==> src/core/chg_cfg_pkg.sv <==
// Constants, tables and types for the charger tracking and thermal
// configuration register bank.
// Assumes a single 125 MHz clock and a thermistor ratio given in
// thousandths of a percent of the bias supply.
package chg_cfg_pkg;

  // ----------------------------------------------------------------
  // Register map
  // ----------------------------------------------------------------
  localparam int ADDR_W = 8;
  localparam int DATA_W = 8;

  localparam logic [ADDR_W-1:0] ADDR_REG_RESET = 8'h19;
  localparam logic [ADDR_W-1:0] ADDR_TRACK     = 8'h1a;
  localparam logic [ADDR_W-1:0] ADDR_THRESH    = 8'h1b;
  localparam logic [ADDR_W-1:0] ADDR_REGION    = 8'h1c;
  localparam logic [ADDR_W-1:0] ADDR_REV_TH    = 8'h1d;
  localparam logic [ADDR_W-1:0] ADDR_CONV_CFG  = 8'h2a;

  localparam logic [DATA_W-1:0] RST_TRACK  = 8'h20;
  localparam logic [DATA_W-1:0] RST_THRESH = 8'h96;
  localparam logic [DATA_W-1:0] RST_REGION = 8'h57;
  localparam logic [DATA_W-1:0] RST_REV_TH = 8'h40;

  // Bits that a host write may change; the rest hold their reset value, except the force bit of the tracking register.
  localparam logic [DATA_W-1:0] MASK_TRACK  = 8'h07;
  localparam logic [DATA_W-1:0] MASK_THRESH = 8'hff;
  localparam logic [DATA_W-1:0] MASK_REGION = 8'h7f;
  localparam logic [DATA_W-1:0] MASK_REV_TH = 8'he0;

  // ----------------------------------------------------------------
  // Field positions
  // ----------------------------------------------------------------
  localparam int REGRST_BIT = 7;
  localparam int FORCE_BIT  = 7;
  localparam int INTV_LSB   = 1;
  localparam int TRK_EN_BIT = 0;
  localparam int HOT_LSB    = 6;
  localparam int WARM_LSB   = 4;
  localparam int COOL_LSB   = 2;
  localparam int COLD_LSB   = 0;
  localparam int VSEL_LSB   = 5;
  localparam int ISETH_BIT  = 4;
  localparam int ISETC_LSB  = 2;
  localparam int PROF_BIT   = 1;
  localparam int TSEN_BIT   = 0;

  // ----------------------------------------------------------------
  // Thermistor thresholds, thousandths of a percent
  // ----------------------------------------------------------------
  localparam int RATIO_W = 17;
  typedef logic [RATIO_W-1:0] ratio_type;
  localparam ratio_type HOT_TAB  [0:3] = '{17'd41200, 17'd37700,
                                           17'd34375, 17'd31250};
  localparam ratio_type WARM_TAB [0:3] = '{17'd48400, 17'd44800,
                                           17'd41200, 17'd37700};
  localparam ratio_type COOL_TAB [0:3] = '{17'd71100, 17'd68400,
                                           17'd65500, 17'd62400};
  localparam ratio_type COLD_TAB [0:3] = '{17'd77150, 17'd75320,
                                           17'd73250, 17'd71100};

  // ----------------------------------------------------------------
  // Charge targets: voltage in tenths of a percent, current in percent
  // ----------------------------------------------------------------
  localparam int VOLT_W = 10;
  localparam int CUR_W  = 7;
  localparam logic [VOLT_W-1:0] VOLT_TAB [0:3] = '{10'd0, 10'd943,
                                                   10'd976, 10'd1000};
  localparam logic [VOLT_W-1:0] VOLT_FULL = 10'd1000;
  localparam logic [CUR_W-1:0]  COOL_CUR_TAB [0:3] = '{7'd0, 7'd20,
                                                       7'd40, 7'd100};
  localparam logic [CUR_W-1:0]  WARM_CUR_LO = 7'd40;
  localparam logic [CUR_W-1:0]  CUR_FULL    = 7'd100;
  localparam logic [1:0]        SEL_SUSPEND = 2'h0;

  // ----------------------------------------------------------------
  // Timing
  // ----------------------------------------------------------------
  localparam int CLK_PERIOD_NS  = 8;
  localparam int SEC_NS         = 1000000000;
  localparam int CYCLES_PER_SEC = SEC_NS / CLK_PERIOD_NS;
  localparam int SEC_PER_MIN    = 60;
  localparam int SEC_W          = 11;
  localparam int INTV_MIN [0:3] = '{3, 10, 15, 20};

  function automatic logic [SEC_W-1:0] interval_sec(input logic [1:0] c);
    interval_sec = SEC_W'(INTV_MIN[c] * SEC_PER_MIN);
  endfunction

  // ----------------------------------------------------------------
  // Types
  // ----------------------------------------------------------------
  typedef enum logic [4:0] {
    ZONE_NORMAL = 5'b00001,
    ZONE_COLD   = 5'b00010,
    ZONE_COOL   = 5'b00100,
    ZONE_WARM   = 5'b01000,
    ZONE_HOT    = 5'b10000
  } zone_type;

  typedef enum logic [1:0] {
    ST_IDLE  = 2'b01,
    ST_SWEEP = 2'b10
  } sweep_state_type;

endpackage

==> src/core/ts_zone_classifier.sv <==
// Thermistor region classifier, purely combinational.
// Assumes the ratio and the threshold codes are on the same clock as
// the register bank that consumes the result.
`timescale 1ns/1ps

module ts_zone_classifier
  import chg_cfg_pkg::*;
(
  input  wire chg_cfg_pkg::ratio_type ratio,     // Thermistor ratio
  input  wire logic [1:0]             hot_sel,   // Hot limit code
  input  wire logic [1:0]             warm_sel,  // Warm limit code
  input  wire logic [1:0]             cool_sel,  // Cool limit code
  input  wire logic [1:0]             cold_sel,  // Cold limit code
  input  wire logic                   prof_en,   // Four-zone profile on
  input  wire logic                   ts_en,     // Thermistor used
  output chg_cfg_pkg::zone_type       zone       // Region found
);

  // A lower ratio means a hotter battery, so hot wins over warm and
  // cold over cool when limits overlap.
  always_comb begin
    zone = ZONE_NORMAL;
    if (!ts_en) begin
      zone = ZONE_NORMAL;
    end else if (ratio <= HOT_TAB[hot_sel]) begin
      zone = ZONE_HOT;
    end else if (ratio >= COLD_TAB[cold_sel]) begin
      zone = ZONE_COLD;
    end else if (prof_en && ratio <= WARM_TAB[warm_sel]) begin
      zone = ZONE_WARM;
    end else if (prof_en && ratio >= COOL_TAB[cool_sel]) begin
      zone = ZONE_COOL;
    end
  end

endmodule

==> src/core/charger_max_power_tracking_thermal_cfg_regs.sv <==
// Configuration register bank for panel power tracking and battery
// thermistor supervision, with the sweep scheduler and region outputs.
// Assumes the serial bus engine presents byte accesses on the same
// clock, and that the tracking engine pulses sweep_done.
`timescale 1ns/1ps

// Behaviour
// - Writing one to the force-sweep bit starts a full sweep and restarts the timers; the bit clears when the sweep finishes.
// - The sweep interval code selects 3, 10, 15 or 20 minutes between automatic sweeps and resets to code zero.
// - Bit 0 enables tracking, and while it is set host writes to the converter configuration register are dropped.
// - The hot limit code selects 41.2, 37.7, 34.375 or 31.25 percent and resets to code two.
// - The warm limit code selects 48.4, 44.8, 41.2 or 37.7 percent and resets to code one.
// - The cool limit code selects 71.1, 68.4, 65.5 or 62.4 percent and resets to code one.
// - The cold limit code selects 77.15, 75.32, 73.25 or 71.1 percent and resets to code two.
// - In the warm region the voltage code suspends charge or gives 94.3, 97.6 or 100 percent, resetting to code two.
// - In the warm region one bit gives 40 or 100 percent of the charge current and resets to one.
// - In the cool region the current code suspends charge or gives 20, 40 or 100 percent, resetting to code one.
// - With the profile bit clear only cold and hot act; with it set all four regions act; it resets to set.
// - With the thermistor bit clear the thermistor is ignored in charge and discharge; it resets to set.
// - Writing one to the register-reset bit returns every register to default and the bit then clears.
module charger_max_power_tracking_thermal_cfg_regs #(
  parameter int SEC_CYCLES = chg_cfg_pkg::CYCLES_PER_SEC
) (
  input  wire logic                           ref_clk,     // Clock
  input  wire logic                           rst,         // Async reset
  input  wire logic [chg_cfg_pkg::ADDR_W-1:0] reg_addr,    // Byte address
  input  wire logic [chg_cfg_pkg::DATA_W-1:0] reg_wdata,   // Write data
  input  wire logic                           reg_wr,      // Write strobe
  input  wire logic                           reg_rd,      // Read strobe
  output logic [chg_cfg_pkg::DATA_W-1:0]      reg_rdata,   // Read data
  output logic                                reg_rvalid,  // Read answer
  input  wire logic                           sweep_done,  // Sweep ended
  input  wire chg_cfg_pkg::ratio_type         ts_ratio,    // Thermistor
  output logic                                sweep_start, // Sweep begins
  output logic                                sweep_busy,  // Sweeping
  output logic                                tracking_enable, // Tracking
  output logic                                thermistor_enable, // TS on
  output logic                                conv_cfg_we, // Conv write
  output logic [chg_cfg_pkg::DATA_W-1:0]      conv_cfg_wdata, // Its data
  output chg_cfg_pkg::zone_type               thermal_zone, // Region
  output logic                                charge_suspend, // Stop
  output logic [chg_cfg_pkg::VOLT_W-1:0]      charge_voltage_pct, // 0.1%
  output logic [chg_cfg_pkg::CUR_W-1:0]       charge_current_pct  // 1%
);
  import chg_cfg_pkg::*;

  // ----------------------------------------------------------------
  // Register storage and host access
  // ----------------------------------------------------------------
  localparam int PS_W = $clog2(SEC_CYCLES + 1);
  localparam logic [PS_W-1:0] PS_LAST = PS_W'(SEC_CYCLES - 1);

  logic [DATA_W-1:0] track_reg;
  logic [DATA_W-1:0] thresh_reg;
  logic [DATA_W-1:0] region_reg;
  logic [DATA_W-1:0] rev_th_reg;
  logic              reg_reset_reg;
  sweep_state_type   state_reg;
  logic [PS_W-1:0]   presc_reg;
  logic [SEC_W-1:0]  sec_reg;
  zone_type          zone_next;

  function automatic logic [DATA_W-1:0] merge(input logic [DATA_W-1:0] old,
                                              input logic [DATA_W-1:0] wd,
                                              input logic [DATA_W-1:0] m);
    merge = (old & ~m) | (wd & m);
  endfunction

  logic wr_track;
  logic force_set;
  logic force_clr;
  logic auto_due;
  assign wr_track  = reg_wr && (reg_addr == ADDR_TRACK);
  assign force_set = wr_track && reg_wdata[FORCE_BIT];
  assign force_clr = (state_reg == ST_SWEEP) && sweep_done;
  assign auto_due  = track_reg[TRK_EN_BIT] &&
                     (sec_reg >= interval_sec(track_reg[INTV_LSB +: 2]));

  // The reset bit stays set for one cycle, then returns every register to its reset value.
  always_ff @(posedge ref_clk or posedge rst) begin
    if (rst) begin
      reg_reset_reg <= 1'b0;
    end else if (reg_reset_reg) begin
      reg_reset_reg <= 1'b0;
    end else if (reg_wr && reg_addr == ADDR_REG_RESET) begin
      reg_reset_reg <= reg_wdata[REGRST_BIT];
    end
  end

  // A new force request in the cycle a sweep ends keeps the bit set.
  always_ff @(posedge ref_clk or posedge rst) begin
    if (rst) begin
      track_reg <= RST_TRACK;
    end else if (reg_reset_reg) begin
      track_reg <= RST_TRACK;
    end else begin
      if (wr_track) begin
        track_reg <= merge(track_reg, reg_wdata, MASK_TRACK);
      end
      if (force_set) begin
        track_reg[FORCE_BIT] <= 1'b1;
      end else if (force_clr) begin
        track_reg[FORCE_BIT] <= 1'b0;
      end
    end
  end

  always_ff @(posedge ref_clk or posedge rst) begin
    if (rst) begin
      thresh_reg <= RST_THRESH;
      region_reg <= RST_REGION;
      rev_th_reg <= RST_REV_TH;
    end else if (reg_reset_reg) begin
      thresh_reg <= RST_THRESH;
      region_reg <= RST_REGION;
      rev_th_reg <= RST_REV_TH;
    end else if (reg_wr) begin
      if (reg_addr == ADDR_THRESH) begin
        thresh_reg <= merge(thresh_reg, reg_wdata, MASK_THRESH);
      end
      if (reg_addr == ADDR_REGION) begin
        region_reg <= merge(region_reg, reg_wdata, MASK_REGION);
      end
      if (reg_addr == ADDR_REV_TH) begin
        rev_th_reg <= merge(rev_th_reg, reg_wdata, MASK_REV_TH);
      end
    end
  end

  // Unmapped addresses answer zero.
  always_ff @(posedge ref_clk or posedge rst) begin
    if (rst) begin
      reg_rvalid <= 1'b0;
      reg_rdata  <= '0;
    end else begin
      reg_rvalid <= reg_rd;
      if (reg_rd) begin
        unique case (reg_addr)
          ADDR_REG_RESET: reg_rdata <= {reg_reset_reg, 7'h00};
          ADDR_TRACK:     reg_rdata <= track_reg;
          ADDR_THRESH:    reg_rdata <= thresh_reg;
          ADDR_REGION:    reg_rdata <= region_reg;
          ADDR_REV_TH:    reg_rdata <= rev_th_reg;
          default:        reg_rdata <= '0;
        endcase
      end
    end
  end

  // Converter writes pass only while software owns the converter.
  always_ff @(posedge ref_clk or posedge rst) begin
    if (rst) begin
      conv_cfg_we    <= 1'b0;
      conv_cfg_wdata <= '0;
    end else begin
      conv_cfg_we <= reg_wr && (reg_addr == ADDR_CONV_CFG) &&
                     !track_reg[TRK_EN_BIT];
      if (reg_wr && reg_addr == ADDR_CONV_CFG) begin
        conv_cfg_wdata <= reg_wdata;
      end
    end
  end

  assign tracking_enable   = track_reg[TRK_EN_BIT];
  assign thermistor_enable = region_reg[TSEN_BIT];
  assign sweep_busy        = (state_reg == ST_SWEEP);

  // ----------------------------------------------------------------
  // Sweep scheduler
  // ----------------------------------------------------------------
  // Timers are held at zero while disabled or sweeping, so an interval
  // is measured from the end of the previous sweep.
  always_ff @(posedge ref_clk or posedge rst) begin
    if (rst) begin
      presc_reg <= '0;
      sec_reg   <= '0;
    end else if (reg_reset_reg || force_set || !track_reg[TRK_EN_BIT] ||
                 state_reg == ST_SWEEP) begin
      presc_reg <= '0;
      sec_reg   <= '0;
    end else if (presc_reg == PS_LAST) begin
      presc_reg <= '0;
      sec_reg   <= sec_reg + SEC_W'(1);
    end else begin
      presc_reg <= presc_reg + PS_W'(1);
    end
  end

  always_ff @(posedge ref_clk or posedge rst) begin
    if (rst) begin
      state_reg   <= ST_IDLE;
      sweep_start <= 1'b0;
    end else if (reg_reset_reg) begin
      state_reg   <= ST_IDLE;
      sweep_start <= 1'b0;
    end else begin
      sweep_start <= 1'b0;
      unique case (state_reg)
        ST_IDLE: begin
          if (track_reg[FORCE_BIT] || auto_due) begin
            state_reg   <= ST_SWEEP;
            sweep_start <= 1'b1;
          end
        end
        ST_SWEEP: begin
          if (sweep_done) begin
            state_reg <= ST_IDLE;
          end
        end
        default: state_reg <= ST_IDLE;
      endcase
    end
  end

  // ----------------------------------------------------------------
  // Thermal region and charge targets
  // ----------------------------------------------------------------
  ts_zone_classifier u_classifier (
    .ratio    (ts_ratio),
    .hot_sel  (thresh_reg[HOT_LSB +: 2]),
    .warm_sel (thresh_reg[WARM_LSB +: 2]),
    .cool_sel (thresh_reg[COOL_LSB +: 2]),
    .cold_sel (thresh_reg[COLD_LSB +: 2]),
    .prof_en  (region_reg[PROF_BIT]),
    .ts_en    (region_reg[TSEN_BIT]),
    .zone     (zone_next)
  );

  logic [1:0] vsel;
  logic [1:0] isetc;
  assign vsel  = region_reg[VSEL_LSB +: 2];
  assign isetc = region_reg[ISETC_LSB +: 2];

  always_ff @(posedge ref_clk or posedge rst) begin
    if (rst) begin
      thermal_zone       <= ZONE_NORMAL;
      charge_suspend     <= 1'b0;
      charge_voltage_pct <= VOLT_FULL;
      charge_current_pct <= CUR_FULL;
    end else begin
      thermal_zone       <= zone_next;
      charge_suspend     <= 1'b0;
      charge_voltage_pct <= VOLT_FULL;
      charge_current_pct <= CUR_FULL;
      unique case (zone_next)
        ZONE_COLD, ZONE_HOT: charge_suspend <= 1'b1;
        ZONE_WARM: begin
          charge_voltage_pct <= VOLT_TAB[vsel];
          charge_suspend     <= (vsel == SEL_SUSPEND);
          charge_current_pct <= region_reg[ISETH_BIT] ? CUR_FULL
                                                      : WARM_CUR_LO;
        end
        ZONE_COOL: begin
          charge_current_pct <= COOL_CUR_TAB[isetc];
          charge_suspend     <= (isetc == SEL_SUSPEND);
        end
        default: ;
      endcase
    end
  end
endmodule

==> config.mk <==
export PLATFORM = sky130hd
export DESIGN_NAME = charger_max_power_tracking_thermal_cfg_regs
export DESIGN_NICKNAME = d
export VERILOG_FILES = /design/src/core/chg_cfg_pkg.sv /design/src/core/ts_zone_classifier.sv /design/src/core/charger_max_power_tracking_thermal_cfg_regs.sv
export SDC_FILE = /design/constraint.sdc
export NUM_CORES = 1
export LEC_CHECK = 0
export ABC_AREA = 0
export ABC_CLOCK_PERIOD_IN_PS = 3900
export BUFFER_PORTS_ARGS = -buffer_cell sky130_fd_sc_hd__clkbuf_2
export CAP_MARGIN = 5
export CORE_ASPECT_RATIO = 0.8
export CORE_UTILIZATION = 50
export DETAILED_ROUTE_END_ITERATION = 6
export PLACE_DENSITY = 0.78
export SLEW_MARGIN = 15
export SYNTH_ARGS = -nofsm -noshare
export SYNTH_HDL_FRONTEND = slang
export SYNTH_HIERARCHICAL = 1
export SYNTH_SLANG_ARGS = --single-unit
==> constraint.sdc <==
create_clock -name ref_clk -period 3.9 [get_ports ref_clk]
set_input_delay 0.195 -clock ref_clk [delete_from_list [all_inputs] [get_ports ref_clk]]
set_output_delay 0.195 -clock ref_clk [all_outputs]
set_load 0.02 [all_outputs]
==> impl_metrics.csv <==
group,metric,value,unit
status,status,"finished, final reports clean",
synth,yosysTopAreaCell,"dfrtp_1",
timing,worstMarginPinSlew,0.9142,ns
clock_network,clk_latency,0.35,ns
clock_network,cts.repair.resized,0,
die,ioPinCount,83,
power_and_ir_drop,powerDensity,314.0,nW/um^2
drt,wire_per_inst,17.81,um
clock_network,cts_tree,"built",
clock_network,cts.sink_count,99,
power_and_ir_drop,clockPowerShare,39.9,%
timing,finalWorstSetupSlack,0.3334,ns
timing,setup-violations-final,0,
placed_design,routabilityCongestion,0.8852,
die,rows,37,
worst_setup_path,cp.required,4.18,ns
finish,final_cell_mix,"ha_1, dfrtp_1, clkbuf_2",
placed_design,hpwlAfterDp,12140,um
finish,drive_above_1_share,19.31,%
worst_setup_path,start_kind,"flip-flop",
die,core,12870,um^2
drt,num_vias,5680,
clock_network,cts_root_buf,"clkbuf_16",
placed_design,dp_slack,0.3914,ns
finish,final_common_cell,"ha_1",
drt,first_iter_violations,488,
synth,synth_edf_count,0,
die,dieWidth,130.7,um
power_and_ir_drop,intPower,1.693,mW
worst_setup_path,reg2reg_from,"thresh_reg[1]",
drt,first_pass_iters,5,
power_and_ir_drop,switching_share,27.77,%
hold_path,hp-class,"primary input to async pin",
synth,synth_area_leaders,"dfrtp_1, ha_1, dfstp_2, mux2i_1, inv_1",
timing,tns,0,ns
clock_network,clkTransAtPathRegs,0.07,ns
timing,maxSlewHeadroom,37.48,%
finish,fillers,1117,
clock_network,numCtsBuffers,9,
finish,final_nets,871,
global_routing,busiest_layer,"met2",
synth,yosysWarnings,6,
timing,min_period,3.567,ns
drt,drtAntennaViolNets,0,
worst_setup_path,crit_path_end_kind,"flip-flop",
power_and_ir_drop,p_seq_share,46.3,%
power_and_ir_drop,power.switching,0.6510,mW
drt,drcViolationCount,0,
synth,syn_inst,682,
global_routing,grt_pass1_wl,26750,um
worst_setup_path,crit_type,"flip-flop to flip-flop",
global_routing,grt_max_degree,69,
power_and_ir_drop,peakVddDrop,0.3242,mV
synth,synth_flop_cell,"dfrtp_1",
drt,vias_per_cell,6.101,
drt,routed_wl,16580,um
die,die_area,13720,um^2
synth,synth_cell_types,68,
global_routing,first_global_vias,5202,
power_and_ir_drop,combinationalPowerShare,13.8,%
global_routing,globalRouteMet1Util,36.09,%
finish,antenna_cells,0,
die,die_y,105.0,um
run,cap_viol_max_count,0,
timing,timing.fmax,0.2804,GHz
global_routing,met3_usage,3.840,%
synth,avgSynthCellArea,9.716,um^2
die,start_util,51.49,%
timing,min_period_over_period,91.45,%
placed_design,port_buffers,80,
clock_network,clockBufferDepth,2,
global_routing,grt-ovfl-total,0,
clock_network,htreeDepth,3,
finish,areaGrowthSynthToFinish,12.65,%
synth,yosysTopAreaCellShare,30.21,%
worst_setup_path,crit_start,"thresh_reg[1]",
finish,largest_reg_flops,27,
clock_network,post_cts_buffers,0,
global_routing,antenna_found_initial,0,
global_routing,met2_usage,38.59,%
synth,ys_ff_latch,99,
worst_setup_path,r2r_slack,0.33,ns
synth,ys_seq_area_share,37.75,%
timing,finalHoldViolCount,0,
timing,fin_skew,0.01124,ns
timing,rsz0062_at_grt,"no",
global_routing,track_usage,24.99,%
clock_network,ctsHoldBuffers,0,
synth,ys_async_sr_fraction,100.0,%
timing,drv_slew,0,
power_and_ir_drop,power.leakage,3.296,nW
worst_setup_path,crit_path_max_fanout,6,
synth,netlist_area,6626,um^2
worst_setup_path,worstPathArrival,3.85,ns
-- logic make-up after synthesis --
family,synth area share (%)
compound gates,11.78
simple gates,21.79
mux,5.891
flops,37.75
fa+ha+maj,15.63
xor+xnor,1.983
other cells,0.05659
buf+inv,5.117
-- routing by layer --
layer / vias up / part of all wire (%)
li1: 2662 / -
met1: 2733 / 46
met2: 266 / 45
met3: 19 / 7.1
met4: 0 / 1.3
met5: - / 0
-- cell type report --
class	instances	area (um^2)	share of cell area, %
repair buffers	84	430.4	5.766
well taps	175	219.0	2.933
clock inverters	7	93.84	1.257
flip-flops and latches	99	2501	33.51
inverters	54	205.2	2.749
clock buffers	9	225.2	3.017
multi-input cells	503	3790	50.77
-- through the flow --
| stage | total power, mW | area, um^2 | hold WS [ns] | utilization (%) | cells |
|---|---|---|---|---|---|
| final | 2.344 | 7465 | 0.01176 | 58.00 | 931 |
| after global routing | 2.436 | 7465 | 0.08823 | 58.00 | 931 |
| after CTS | 2.354 | 7465 | 0.03442 | 58.00 | 931 |
| after detailed placement | 1.422 | 7146 | 0.3992 | 55.52 | 915 |
| after global placement | 1.410 | 7146 | 0.3984 | 55.52 | 915 |
| after floorplan | 1.305 | 6630 | 0.2264 | - | 683 |
-- final timing paths --
| check | endpoint | depth (start not counted) |
|---|---|---|
| setup / recovery | charge_current_pct[3] | 11 |
| hold reg to reg | presc_reg[0] | 1 |
| max in group asynchronous | sec_reg[0] | 3 |
| hold / removal | thresh_reg[6] | 2 |
| min in group ref_clk | reg_rvalid | 1 |
| setup reg to reg | charge_current_pct[3] | 11 |
-- critical path, stage by stage (launching register included) --
cell,delay (ns)
dfstp_2,0.59
inv_1,0.10
ha_1,0.39
inv_1,0.09
ha_1,0.29
nand4_1,0.12
o311ai_1,0.68
o31ai_2,0.18
nor4_1,0.60
nand2_1,0.13
nor2_1,0.21
a21o_1,0.13
-- power groups by stage --
| stage | Clock, mW | Combinational [mW] | Sequential (mW) |
|---|---|---|---|
| floorplan | 0 | 0.192 | 1.11 |
| global placement | 0 | 0.309 | 1.10 |
| detailed placement | 0 | 0.319 | 1.10 |
| CTS | 0.947 | 0.322 | 1.08 |
| global route | 0.986 | 0.363 | 1.09 |
| finish | 0.936 | 0.323 | 1.08 |
-- synth_stat cells, types with 6 or more instances --
master	count
or4_1	15
inv_1	54
mux2_2	8
and3_1	9
o22ai_1	9
dfrtp_1	80
o211ai_1	7
nand3_1	25
xor2_1	7
nand2_1	43
ha_1	82
dfstp_2	19
buf_4	7
nor4_1	14
xnor2_1	8
nand3b_1	6
a211oi_1	17
clkbuf_1	17
o21ai_0	19
or3_1	8
nor3_1	16
nor2_1	35
nor2b_1	7
nand4_1	25
and4_1	6
o31ai_1	12
mux2i_1	30
a21oi_1	31
(Power assumes the default switching activity.)
